`src/common/ubi_consts.svh`:
```
// constants for the two-wire slave port of the usb bridge
// assumes a single 100 MHz core clock; included by bare name
`ifndef UBI_CONSTS_SVH
`define UBI_CONSTS_SVH

// core clock and the oscillator it stands in for
`define UBI_CLK_PERIOD_PS     10000
`define UBI_OSC_NOMINAL_KHZ   12000
`define UBI_OSC_TOL_PPM       1667

// supported two-wire bit rates in kbit/s
`define UBI_RATE_SM_KBPS      100
`define UBI_RATE_FM_KBPS      400
`define UBI_RATE_FMP_KBPS     1000
`define UBI_RATE_HS_KBPS      3400

// core samples in one high-speed bit, rounded down
`define UBI_HS_BIT_PS         (1000000000 / `UBI_RATE_HS_KBPS)
`define UBI_HS_SAMPLES        (`UBI_HS_BIT_PS / `UBI_CLK_PERIOD_PS)

// byte layout of the address phase and bit counts of a byte
`define UBI_ADDR_MSB          7
`define UBI_ADDR_LSB          1
`define UBI_DIR_BIT           0
`define UBI_BITS_PER_BYTE     4'h8
`define UBI_LAST_TX_FALL      4'h7

// reset values, fill byte and fifo depth
`define UBI_ADDR_RESET        7'h00
`define UBI_TX_FILL           8'hff
`define UBI_FIFO_DEPTH        4

`endif

```
`src/common/ubi_pkg.sv`:
```
// types shared by the two-wire slave port
// no assumptions beyond a single clock domain
package ubi_pkg;
  typedef logic [7:0] ubi_byte_t;
  typedef logic [6:0] ubi_addr_t;

  typedef enum logic [2:0] {
    UBI_IDLE,
    UBI_ADDR,
    UBI_ADDR_ACK,
    UBI_RX,
    UBI_RX_ACK,
    UBI_TX,
    UBI_TX_ACK,
    UBI_IGNORE
  } ubi_state_e;
endpackage

```
`src/rtl/ubi_fifo.sv`:
```
// small synchronous fifo with valid/ready on both sides
// assumes DEPTH is a power of two; single clock
`timescale 1ns/1ps
`default_nettype none
module ubi_fifo #(
  parameter int WIDTH = 8,
  parameter int DEPTH = 4
) (
  // clock and reset
  input  wire logic             clk,
  input  wire logic             rst_n,
  // fill side
  input  wire logic             in_valid,
  output logic                  in_ready,
  input  wire logic [WIDTH-1:0] in_data,
  // drain side
  output logic                  out_valid,
  input  wire logic             out_ready,
  output logic      [WIDTH-1:0] out_data
);
  localparam int AW = (DEPTH > 1) ? $clog2(DEPTH) : 1;

  logic [WIDTH-1:0] mem_reg [DEPTH];
  logic [AW-1:0]    wr_ptr_reg;
  logic [AW-1:0]    rd_ptr_reg;
  logic [AW:0]      count_reg;
  logic             push;
  logic             pop;

  assign in_ready  = (count_reg != (AW+1)'(DEPTH));
  assign out_valid = (count_reg != '0);
  assign push      = in_valid & in_ready;
  assign pop       = out_valid & out_ready;
  assign out_data  = mem_reg[rd_ptr_reg];

  always_ff @(posedge clk) begin
    if (push) begin
      mem_reg[wr_ptr_reg] <= in_data;
    end
  end

  always_ff @(posedge clk or negedge rst_n) begin
    if (!rst_n) begin
      wr_ptr_reg <= '0;
      rd_ptr_reg <= '0;
      count_reg  <= '0;
    end else begin
      if (push) begin
        wr_ptr_reg <= wr_ptr_reg + AW'(1);
      end
      if (pop) begin
        rd_ptr_reg <= rd_ptr_reg + AW'(1);
      end
      if (push & ~pop) begin
        count_reg <= count_reg + (AW+1)'(1);
      end else if (pop & ~push) begin
        count_reg <= count_reg - (AW+1)'(1);
      end
    end
  end
endmodule
`default_nettype wire

```
`src/rtl/ubi_slave_port.sv`:
```
// two-wire slave port of a usb-to-serial bridge
// assumes an external master drives scl and pull-ups sit on both bus lines
`timescale 1ns/1ps
`default_nettype none
`include "ubi_consts.svh"
module ubi_slave_port #(
  parameter int FIFO_DEPTH = `UBI_FIFO_DEPTH
) (
  // clock and reset
  input  wire logic                ref_clk,
  input  wire logic                reset_n,
  // two-wire bus pins
  input  wire logic                scl_in,
  input  wire logic                sda_in,
  output logic                     sda_out,
  output logic                     sda_oe_n,
  // configuration memory and auxiliary pin setup
  input  wire ubi_pkg::ubi_addr_t  config_mem_slave_addr,
  input  wire logic                aux_pin_power_enable_n_sel,
  // power and suspend
  input  wire logic                bus_power_detect_in,
  input  wire logic                usb_suspend_req,
  output logic                     suspend_active,
  output logic                     usb_dplus_line_pullup_en,
  output logic                     power_enable_n,
  // bytes from the usb host, read by the bus master
  input  wire logic                h2b_valid,
  output logic                     h2b_ready,
  input  wire ubi_pkg::ubi_byte_t  h2b_data,
  // bytes written by the bus master, toward the usb host
  output logic                     b2h_valid,
  input  wire logic                b2h_ready,
  output ubi_pkg::ubi_byte_t       b2h_data,
  // bus status
  output logic                     bus_busy,
  output logic                     addressed,
  output logic                     read_mode,
  output logic                     start_pulse,
  output logic                     stop_pulse,
  output logic                     rd_underrun_pulse,
  output logic                     wr_nack_pulse
);
  import ubi_pkg::*;

  // the core clock must sample a high-speed bit several times
  localparam int HS_SAMPLES = `UBI_HS_SAMPLES;

  function automatic logic addr_match(input ubi_byte_t b, input ubi_addr_t a);
    addr_match = (b[`UBI_ADDR_MSB:`UBI_ADDR_LSB] == a);
  endfunction

  function automatic ubi_byte_t tx_pick(input logic v, input ubi_byte_t d);
    tx_pick = v ? d : `UBI_TX_FILL;
  endfunction

  ubi_state_e state_reg;
  logic [3:0] bit_cnt_reg;
  ubi_byte_t  rx_shift_reg;
  ubi_byte_t  tx_shift_reg;
  ubi_addr_t  own_addr_reg;
  logic       rw_reg;
  logic       sda_low_reg;
  logic       bus_busy_reg;
  logic       scl_d_reg;
  logic       sda_d_reg;
  logic       suspend_reg;
  logic       power_enable_n_n_reg;
  logic       pullup_reg;
  logic       start_p_reg;
  logic       stop_p_reg;
  logic       underrun_p_reg;
  logic       nack_p_reg;

  logic       scl_s;
  logic       sda_s;
  logic       vbus_s;
  logic       scl_rise;
  logic       scl_fall;
  logic       start_det;
  logic       stop_det;
  logic       byte_done;
  logic       load_tx;
  logic       rx_push;
  ubi_byte_t  tx_next;
  logic       txq_valid;
  ubi_byte_t  txq_data;
  logic       rxq_ready;

  // pins pass two flip-flops before decoding
  ubi_sync #(
    .WIDTH     (3),
    .RESET_VAL (3'h7)
  ) u_pin_sync (
    .clk   (ref_clk),
    .rst_n (reset_n),
    .d     ({scl_in, sda_in, bus_power_detect_in}),
    .q     ({scl_s, sda_s, vbus_s})
  );

  always_ff @(posedge ref_clk or negedge reset_n) begin
    if (!reset_n) begin
      scl_d_reg <= 1'b1;
      sda_d_reg <= 1'b1;
    end else begin
      scl_d_reg <= scl_s;
      sda_d_reg <= sda_s;
    end
  end

  // edge and condition decode on synchronised lines
  assign scl_rise  = scl_s & ~scl_d_reg;
  assign scl_fall  = ~scl_s & scl_d_reg;
  assign start_det = scl_s & scl_d_reg & sda_d_reg & ~sda_s;
  assign stop_det  = scl_s & scl_d_reg & ~sda_d_reg & sda_s;
  assign byte_done = scl_fall & (bit_cnt_reg == `UBI_BITS_PER_BYTE);

  // own address follows the configuration memory contents
  always_ff @(posedge ref_clk or negedge reset_n) begin
    if (!reset_n) begin
      own_addr_reg <= `UBI_ADDR_RESET;
    end else begin
      own_addr_reg <= config_mem_slave_addr;
    end
  end

  // suspend, d+ pull-up and power enable
  always_ff @(posedge ref_clk or negedge reset_n) begin
    if (!reset_n) begin
      suspend_reg <= 1'b1;
      pullup_reg  <= 1'b0;
      power_enable_n_n_reg <= 1'b1;
    end else begin
      suspend_reg <= ~vbus_s | usb_suspend_req;
      pullup_reg  <= vbus_s;
      power_enable_n_n_reg <= ~(aux_pin_power_enable_n_sel & vbus_s & ~usb_suspend_req);
    end
  end

  // protocol state and bit counter
  always_ff @(posedge ref_clk or negedge reset_n) begin
    if (!reset_n) begin
      state_reg   <= UBI_IDLE;
      bit_cnt_reg <= 4'h0;
    end else if (suspend_reg | stop_det) begin
      state_reg   <= UBI_IDLE;
      bit_cnt_reg <= 4'h0;
    end else if (start_det) begin
      state_reg   <= UBI_ADDR;
      bit_cnt_reg <= 4'h0;
    end else begin
      case (state_reg)
        UBI_ADDR, UBI_RX: begin
          if (scl_rise) begin
            bit_cnt_reg <= bit_cnt_reg + 4'h1;
          end
          if (byte_done & (state_reg == UBI_RX)) begin
            state_reg <= UBI_RX_ACK;
          end else if (byte_done) begin
            state_reg <= addr_match(rx_shift_reg, own_addr_reg) ? UBI_ADDR_ACK : UBI_IGNORE;
          end
        end
        // rw_reg is always clear on the receive side
        UBI_ADDR_ACK, UBI_RX_ACK: begin
          if (scl_fall) begin
            bit_cnt_reg <= 4'h0;
            state_reg   <= rw_reg ? UBI_TX : UBI_RX;
          end
        end
        UBI_TX: begin
          if (scl_fall) begin
            if (bit_cnt_reg == `UBI_LAST_TX_FALL) begin
              bit_cnt_reg <= 4'h0;
              state_reg   <= UBI_TX_ACK;
            end else begin
              bit_cnt_reg <= bit_cnt_reg + 4'h1;
            end
          end
        end
        UBI_TX_ACK: begin
          if (scl_rise & sda_s) begin
            state_reg <= UBI_IGNORE;
          end else if (scl_fall) begin
            bit_cnt_reg <= 4'h0;
            state_reg   <= UBI_TX;
          end
        end
        UBI_IDLE, UBI_IGNORE: begin
          bit_cnt_reg <= 4'h0;
        end
        default: begin
          state_reg   <= UBI_IDLE;
          bit_cnt_reg <= 4'h0;
        end
      endcase
    end
  end

  // receive shifter, msb first
  always_ff @(posedge ref_clk or negedge reset_n) begin
    if (!reset_n) begin
      rx_shift_reg <= 8'h00;
    end else if (scl_rise & ((state_reg == UBI_ADDR) | (state_reg == UBI_RX))) begin
      rx_shift_reg <= {rx_shift_reg[6:0], sda_s};
    end
  end

  // direction bit of the last received address byte, matched or not; cleared on start
  always_ff @(posedge ref_clk or negedge reset_n) begin
    if (!reset_n) begin
      rw_reg <= 1'b0;
    end else if (start_det) begin
      rw_reg <= 1'b0;
    end else if (byte_done & (state_reg == UBI_ADDR)) begin
      rw_reg <= rx_shift_reg[`UBI_DIR_BIT];
    end
  end

  // transmit byte load and shift
  assign load_tx = ~suspend_reg & ~start_det & ~stop_det & scl_fall &
                   (((state_reg == UBI_ADDR_ACK) & rw_reg) | (state_reg == UBI_TX_ACK));
  assign tx_next = tx_pick(txq_valid, txq_data);

  always_ff @(posedge ref_clk or negedge reset_n) begin
    if (!reset_n) begin
      tx_shift_reg <= 8'h00;
    end else if (load_tx) begin
      tx_shift_reg <= tx_next;
    end else if (scl_fall & (state_reg == UBI_TX)) begin
      tx_shift_reg <= {tx_shift_reg[6:0], 1'b0};
    end
  end

  // sda pull-down; released on reset, start, stop and suspend
  always_ff @(posedge ref_clk or negedge reset_n) begin
    if (!reset_n) begin
      sda_low_reg <= 1'b0;
    end else if (suspend_reg | start_det | stop_det) begin
      sda_low_reg <= 1'b0;
    end else begin
      case (state_reg)
        UBI_ADDR, UBI_RX: begin
          if (byte_done) begin
            sda_low_reg <= (state_reg == UBI_RX) ? rxq_ready : addr_match(rx_shift_reg, own_addr_reg);
          end
        end
        UBI_ADDR_ACK, UBI_RX_ACK: begin
          if (scl_fall) begin
            sda_low_reg <= rw_reg & ~tx_next[7];
          end
        end
        UBI_TX: begin
          if (scl_fall) begin
            sda_low_reg <= (bit_cnt_reg != `UBI_LAST_TX_FALL) & ~tx_shift_reg[6];
          end
        end
        UBI_TX_ACK: begin
          if (scl_fall) begin
            sda_low_reg <= ~tx_next[7];
          end
        end
        default: begin
          sda_low_reg <= 1'b0;
        end
      endcase
    end
  end

  // scl is input only; sda is open drain
  assign sda_out  = 1'b0;
  assign sda_oe_n = ~sda_low_reg;

  // received bytes toward the host
  assign rx_push = byte_done & (state_reg == UBI_RX) & ~suspend_reg & ~start_det & ~stop_det;

  ubi_fifo #(
    .WIDTH (8),
    .DEPTH (FIFO_DEPTH)
  ) u_b2h_fifo (
    .clk       (ref_clk),
    .rst_n     (reset_n),
    .in_valid  (rx_push),
    .in_ready  (rxq_ready),
    .in_data   (rx_shift_reg),
    .out_valid (b2h_valid),
    .out_ready (b2h_ready),
    .out_data  (b2h_data)
  );

  // host bytes queued for master reads
  ubi_fifo #(
    .WIDTH (8),
    .DEPTH (FIFO_DEPTH)
  ) u_h2b_fifo (
    .clk       (ref_clk),
    .rst_n     (reset_n),
    .in_valid  (h2b_valid),
    .in_ready  (h2b_ready),
    .in_data   (h2b_data),
    .out_valid (txq_valid),
    .out_ready (load_tx),
    .out_data  (txq_data)
  );

  // bus busy between start and stop
  always_ff @(posedge ref_clk or negedge reset_n) begin
    if (!reset_n) begin
      bus_busy_reg <= 1'b0;
    end else if (start_det) begin
      bus_busy_reg <= 1'b1;
    end else if (stop_det) begin
      bus_busy_reg <= 1'b0;
    end
  end

  // one-cycle status pulses
  always_ff @(posedge ref_clk or negedge reset_n) begin
    if (!reset_n) begin
      start_p_reg    <= 1'b0;
      stop_p_reg     <= 1'b0;
      underrun_p_reg <= 1'b0;
      nack_p_reg     <= 1'b0;
    end else begin
      start_p_reg    <= start_det;
      stop_p_reg     <= stop_det;
      underrun_p_reg <= load_tx & ~txq_valid;
      nack_p_reg     <= rx_push & ~rxq_ready;
    end
  end

  assign suspend_active           = suspend_reg;
  assign usb_dplus_line_pullup_en = pullup_reg & ~suspend_reg;
  assign power_enable_n           = power_enable_n_n_reg | suspend_reg;
  assign bus_busy                 = bus_busy_reg;
  assign addressed                = state_reg inside {UBI_ADDR_ACK, UBI_RX, UBI_RX_ACK, UBI_TX, UBI_TX_ACK};
  assign read_mode                = rw_reg;
  assign start_pulse              = start_p_reg;
  assign stop_pulse               = stop_p_reg;
  assign rd_underrun_pulse        = underrun_p_reg;
  assign wr_nack_pulse            = nack_p_reg;
endmodule
`default_nettype wire

```
`src/rtl/ubi_sync.sv`:
```
// two flip-flop synchroniser for asynchronous pins
// assumes inputs may change at any time relative to clk
`timescale 1ns/1ps
`default_nettype none
module ubi_sync #(
  parameter int          WIDTH     = 1,
  parameter logic [WIDTH-1:0] RESET_VAL = '1
) (
  // clock and reset
  input  wire logic             clk,
  input  wire logic             rst_n,
  // asynchronous in, synchronous out
  input  wire logic [WIDTH-1:0] d,
  output logic      [WIDTH-1:0] q
);
  logic [WIDTH-1:0] meta_reg;

  always_ff @(posedge clk or negedge rst_n) begin
    if (!rst_n) begin
      meta_reg <= RESET_VAL;
      q        <= RESET_VAL;
    end else begin
      meta_reg <= d;
      q        <= meta_reg;
    end
  end
endmodule
`default_nettype wire

```
`config.mk`:
```
export PLATFORM = sky130hd
export DESIGN_NAME = ubi_slave_port
export DESIGN_NICKNAME = d
export VERILOG_FILES = /design/src/common/ubi_pkg.sv /design/src/rtl/ubi_fifo.sv /design/src/rtl/ubi_slave_port.sv /design/src/rtl/ubi_sync.sv
export VERILOG_INCLUDE_DIRS = /design/src /design/src/common
export SDC_FILE = /design/constraint.sdc
export NUM_CORES = 1
export LEC_CHECK = 0
export BUFFER_PORTS_ARGS = -buffer_cell sky130_fd_sc_hd__buf_2
export CORE_MARGIN = 8
export CORE_UTILIZATION = 45
export CTS_CLUSTER_SIZE = 20
export DETAILED_ROUTE_END_ITERATION = 16
export GPL_ROUTABILITY_DRIVEN = 0
export GPL_TIMING_DRIVEN = 1
export PLACE_DENSITY = 0.68
export SLEW_MARGIN = 20
export SYNTH_ARGS = -nofsm -noshare
export SYNTH_HDL_FRONTEND = slang
export SYNTH_SLANG_ARGS = --single-unit
```
`constraint.sdc`:
```
create_clock -name ref_clk -period 3.19 [get_ports ref_clk]
set_input_delay 0.319 -clock ref_clk [delete_from_list [all_inputs] [get_ports ref_clk]]
set_output_delay 0.319 -clock ref_clk [all_outputs]
set_load 0.01 [all_outputs]
```
After elaboration in Yosys (flattened, before gate mapping)

Memory sizes are Yosys's and may differ from the RTL's.
Index checks and enable logic that the tools add are counted.
Widths: inputs -> output; s select.

Eq/ne operators: 24
Mux-type cells: 42
Bitwise gates (word level): 62
$add $sub $neg: 9
Reduce and logical (&&, ||, !) cells: 16

Operators by type and width:

| operator            | count |
|---|---|
| $mux 3              | 15 |
| $and 1x1->1         | 36 |
| $mux 4              | 7 |
| $ne 4x4->1 const B  | 5 |
| $pmux 4 s5          | 1 |
| $not 1->1           | 19 |
| $ne 3x3->1 const B  | 6 |
| $mux 1              | 14 |
| $mux 7              | 2 |
| $eq 3x3->1 const B  | 4 |
| $pmux 3 s4          | 1 |
| $ne 5x5->1 const B  | 2 |
| $reduce_bool 2->1   | 5 |
| $add 2x1->2 const B | 4 |
| $mux 8              | 1 |
| $eq 7x7->1          | 1 |
| $or 1x1->1          | 7 |
| $add 3x1->3 const B | 2 |
| $eq 3x2->1 const B  | 2 |
| $reduce_and 6->1    | 1 |
| $reduce_bool 3->1   | 2 |
| $reduce_bool 6->1   | 1 |
| $reduce_or 2->1     | 3 |
| $sub 3x1->3 const B | 2 |
| other kinds (10)    | 10 |

Memories: 2
RAM bits: 64
Output and inout bits: 22
Register bits: 61
Bits of input ports: 24

Memories:

| memory             | depth | width | rd ports | clocked after Yosys merged registers in | wr ports | line           | source |
|---|---|---|---|---|---|---|---|
| u_b2h_fifo.mem_reg | 4     | 8     | 1        | 0                                       | 1        | ubi_fifo.sv:23 | `logic [WIDTH-1:0] mem_reg [DEPTH];` |
| u_h2b_fifo.mem_reg | 4     | 8     | 1        | 0                                       | 1        | ubi_fifo.sv:23 |  |

Depth between registers and ports, before layout

Depth after elaboration: 12
Gate-level depth with buffers: 12
Mapped depth without buffers: 12

Modules after synthesis

From an unflattened synthesis, not the netlist that was laid out.

Cells, all modules: 354
Area, all modules: 5330.1 µm²

By module, submodules not included:

| module         | area each (µm²) | cells an instance | seq. area each (µm²) | times used |
|---|---|---|---|---|
| ubi_fifo       | 1584.0          | 77                | 1136.1               | 2 |
| ubi_slave_port | 2004.4          | 194               | 1031.0               | 1 |
| ubi_sync       | 157.7           | 6                 | 157.7                | 1 |

Worst setup path before layout

Ideal clock, no wire load.

Path kind: flip-flop to flip-flop
Start: reg scl_d_reg
End: reg u_b2h_fifo.count_reg[2]
Path slack: 649 ps
Setup time: 79 ps
Required time: 3111 ps
Arrival: 2462 ps
Cell stages (with the launch flop): 12
Buffers on the path: 1
Path through: dfstp_2 > nand2b_1 > buf_6 > nor4_4 > nand2_2 > nor3_4 > ha_1 > inv_1 > fa_1 > xor2_1 > nor2_1 > xor2_1

Word-level cells in the longest chain between the ends: 10

RTL lines:

| item                                     | line                                                                | source |
|---|---|---|
| start, declared                          | ubi_slave_port.sv:64                                                | `logic scl_d_reg;` |
| start signal, assigned                   | ubi_slave_port.sv:105                                               | `scl_d_reg <= scl_s;` |
| $and 1x1->1, on equally long branches    | ubi_slave_port.sv:112, ubi_slave_port.sv:113, ubi_slave_port.sv:114 |  |
| $and 1x1->1, on equally long branches    | ubi_slave_port.sv:115, ubi_slave_port.sv:113                        |  |
| $and 1x1->1, on equally long branches    | ubi_slave_port.sv:273, ubi_slave_port.sv:113                        |  |
| $and 1x1->1 or $not 1->1 (tied branches) | ubi_slave_port.sv:273                                               | `assign rx_push = byte_done & (state_reg == UBI_RX) & ~suspend_reg & ~start_det & ~stop_det;` |
| $and 1x1->1                              | ubi_slave_port.sv:273                                               |  |
| $and 1x1->1 (*)                          | ubi_slave_port.sv:273                                               |  |
| $and 1x1->1 (*)                          | ubi_fifo.sv:32                                                      | `assign push = in_valid & in_ready;` |
| via u_b2h_fifo.push                      | ubi_fifo.sv:27                                                      | `logic push;` |
| $not 1->1                                | ubi_fifo.sv:56                                                      | `end else if (pop & ~push) begin` |
| $and 1x1->1                              | ubi_fifo.sv:56                                                      |  |
| $reduce_bool 2->1 (no source line)       | n/a                                                                 |  |
| end signal, assigned                     | ubi_fifo.sv:55                                                      | `count_reg <= count_reg + (AW+1)'(1);` |
| end signal, assigned                     | ubi_fifo.sv:57                                                      | `count_reg <= count_reg - (AW+1)'(1);` |
| end, declared                            | ubi_fifo.sv:26                                                      | `logic [AW:0] count_reg;` |

The timed path passes the listed nets; every way through them passes the cells marked *.
A chain may end at the register's enable or synchronous reset.

Worst setup path in the final report

Same ends and word-level chain as after synthesis.

==> summary by stage <==
STA
Summed over all failing endpoints, the final setup total negative slack is 0 ns. Setup repair after global routing left no endpoint under its margin. In the finished design, the share of the clock period the worst path needs comes to 89.0%.

The relative slew slack is between 40 and 50%. At the pin with the least slew margin, the transition time is 0.756 ns. The worst path needs 2.84 ns of the cycle, external delays included. The final setup violation count is 0. The max-slew violation count is 0.

For the final database, setup skew stands at between 0.008 and 0.009 ns. On the final layout, the worst hold slack is 0.0637 ns. The top achievable clock speed is 0.352 GHz. The total count of hold-check failures in the final report came to 0.

Setup path
Data arrives at the worst endpoint at approximately 3.2 ns. The required time of the critical path is ~3.5 ns. The worst setup path is of the reg2reg kind. The cell family with the largest share of critical-path delay is simple AND/OR/NAND/NOR gates. The number of buffers and inverters on the critical path is 1.

The startpoint of the most critical register-to-register path is scl_d_reg. Across all register-to-register paths, the minimum setup slack is 0.35 ns. STA classifies the critical path startpoint as a register. The number of cells on the worst reg-to-reg path is 10. The largest fanout on the critical path is 7.

The worst setup path is captured at a register. The highest-delay cell along the critical path is dfstp_2. Traced cell by cell, the critical path runs through nand2b_1, nor4_4, nand2_2, nor3_4, ha_1, inv_1, fa_1, xor2_1, nor2_1, xor2_1.

For this run, the slowest stage of the critical path takes about 0.56 ns. The critical path's most frequent cell is xor2_1. The worst register-to-register path ends at u_b2h_fifo.count_reg[2].

Placement
The sum of net half-perimeters after detailed placement is 6.73 mm. The number of placed instances, taps included, is 540. The number of buffers inserted by port buffering is 44.

Yosys
The mean instance size in the synthesized netlist is roughly 15 um2. The post-synthesis instance total is 358. The cell area after synthesis is about 5300 um2. Counting flops with a built-in enable in the synthesized netlist gives 64. Among all cell types in the netlist, the one instantiated most often is edfxtp_1.

The number of different library cells used by synthesis comes to 62. In the synthesized netlist the dominant register cell turns out to be edfxtp_1. The async set or reset register ratio after synthesis is 48.8%. Counting instances in the post-synthesis netlist gives the leading cell types as edfxtp_1, dfrtp_1, nand2_1. The cell type with the largest total area after synthesis is edfxtp_1.

The net count after synthesis is 396. Yosys printed 0 warnings. The number of register bits inferred by synthesis is 125. After synthesis, the cell types taking the most area are edfxtp_1, dfrtp_1, mux4_2, dfstp_2, ha_1. Summing the sequential cell areas from Yosys gives roughly two thirds of the chip area. Of the post-synthesis cell area, the dominant cell type holds ~36%.

Floorplanning
The chip width is 125 um. The floorplan step set the die height to approximately 130 um. The die area is 15600 um2. The starting density of the core is 45.3%. The floorplan step defined a core boundary enclosing 11800 um2. The initialized floorplan defines 40 standard-cell rows.

The number of top-level pins is 46.

Cells and area
The final-stage net count is around 460. Excluding fillers, the count of instances in the completed layout stands at 583. Compared with the post-synthesis result, the final layout area differs by 19.2%.

The fraction of layout cells with a size suffix above 1 is between 20% and 30%. The number of diodes added for antenna fixing is 0.

Global routing
The initial antenna violation count is 0. Entering global routing, the biggest net connects 36 pins. The overall fraction of global-route tracks in use is between 10% and 20%. The number of global-route vias before repair is 3292. The first-pass GRT wire length is 16.4 mm.

The remaining global-route overflow is 0.

Drt
For this block, the routed nets add up to just under 10 mm of wire. For this block, the initial DRC count from the detailed router was 206. The count of nets left with antenna violations once routing finished came out at 0. Before antenna repair, the detailed router went through 4 iterations. Dividing the detail-routed via count by the number of cells gives 5.26. The routed layout has 3068 vias.

The count of unresolved DRC violations after routing is 0. The detailed-route wire length per cell is 16.8 um.

Clocking
CTS saw 125 sinks. The number of cells upsized or downsized after cts is 0. The tree is rooted in a clkbuf_16.

The clock tree synthesis step divided the H-tree into 4 levels. The quantity of hold-fixing buffers added after cts is 11. For the worst-skew pair, the clock arrives at the later sink with an insertion delay of 0.41 ns.

Counting the buffers created by CTS gives 17. Clock-pin slew was measured on the worst setup and hold paths at 0.06 ns. The clock passes through at most 2 buffers. TritonCTS built the clock tree.

The number of buffers inserted by post-CTS setup repair is 0.

Pwr
For this design the ratio of total power to cell area is 674 nW/um2. The total leakage power is between 2 and 3 nW. The worst-case IR drop observed on VDD is 330 uV.

Outcome
The flow ran to the end, and the final reports show no timing, DRC or antenna violations.

Worst hold path
In this run the most critical hold path is launched from aux_pin_power_enable_n_sel. The path with the worst hold slack has its endpoint at power_enable_n_n_reg. The worst hold path passes through 2 cells. The tightest min-delay check is of the in2reg type.

Run
The max-cap check violation count is 0.
placed cells by master (no fill, tap or decap), types with 8 or more instances in the layout:
master and n:
edfxtp_1 64, dfrtp_1 51, buf_2 44, nand2_1 26, clkbuf_16 17, mux4_2 16
o21ai_0 14, nor2_1 12, ha_1 12, inv_1 11, dlygate4sd3_1 11, xor2_1 10
xnor2_1 10, mux2_2 10, dfstp_2 10, and2_1 8
metrics by stage:
step / setup WS [ns] / total power [mW] / instance area (um2) / util (%)
6_report: 0.351 / 4.29 / 6370 / 54.0
2_1_floorplan: 0.649 / 2.38 / 5350 / -
3_3_place_gp: 0.486 / 2.53 / 5710 / 48.3
3_5_place_dp: 0.349 / 2.56 / 5710 / 48.3
5_1_grt: 0.134 / 4.48 / 6370 / 54.0
4_1_cts: 0.325 / 4.34 / 6370 / 54.0
cells by family after synthesis:
group                      Yosys count  share of synthesized area [%]
muxes                               29                           9.50
other                                1                         0.0701
adders and majority gates           14                           3.56
xor gates and xnor gates            20                           3.28
AOI/OAI and AO/OA                   50                           6.46
buffers and inverters               26                           2.43
and+or+nand+nor                     93                           9.99
DFF                                125                           64.7
worst max-delay path by stage:
stage               depth (start not counted)  slack, ns       from                      end
floorplan                                  11       0.65  scl_d_reg  u_b2h_fifo.count_reg[2]
global placement                           10       0.49  scl_d_reg  u_b2h_fifo.count_reg[2]
detailed placement                         10       0.35  scl_d_reg  u_b2h_fifo.count_reg[2]
CTS                                        10       0.33  scl_d_reg  u_b2h_fifo.count_reg[2]
global route                               10       0.13  scl_d_reg  u_b2h_fifo.count_reg[2]
finish                                     10       0.35  scl_d_reg  u_b2h_fifo.count_reg[2]
worst reg2reg max path: stages, from the launching register on:
cell	delay [ns]
dfstp_2	0.56
nand2b_1	0.22
nor4_4	0.36
nand2_2	0.14
nor3_4	0.34
ha_1	0.25
inv_1	0.06
fa_1	0.37
xor2_1	0.17
nor2_1	0.13
xor2_1	0.17
final cells by class:
cell class	count	area, um2
Clock buffer	18	429
Clock inverter	14	125
Fill cell	969	5440
Inverter	11	41.3
Multi-Input combinational cell	207	1760
Sequential cell	125	3460
Tap cell	147	184
Timing Repair Buffer	61	375
power breakdown:
group	switching [mW]	leakage, nW	internal, mW
Sequential	0.113	1.35	1.90
Combinational	0.283	0.892	0.237
Clock	0.693	0.267	1.07
layer usage:
layer  wire (um)  GRT usage (%)  share of wire (%)  vias up
li1            -              -                  -     1459
met1        4340           15.7                 44     1545
met2        4990           22.0                 51       54
met3         365           4.42                3.7       10
met4         108           6.23                1.1        0
met5           0              0                  0        -
Power figures use the tool's default switching activity.
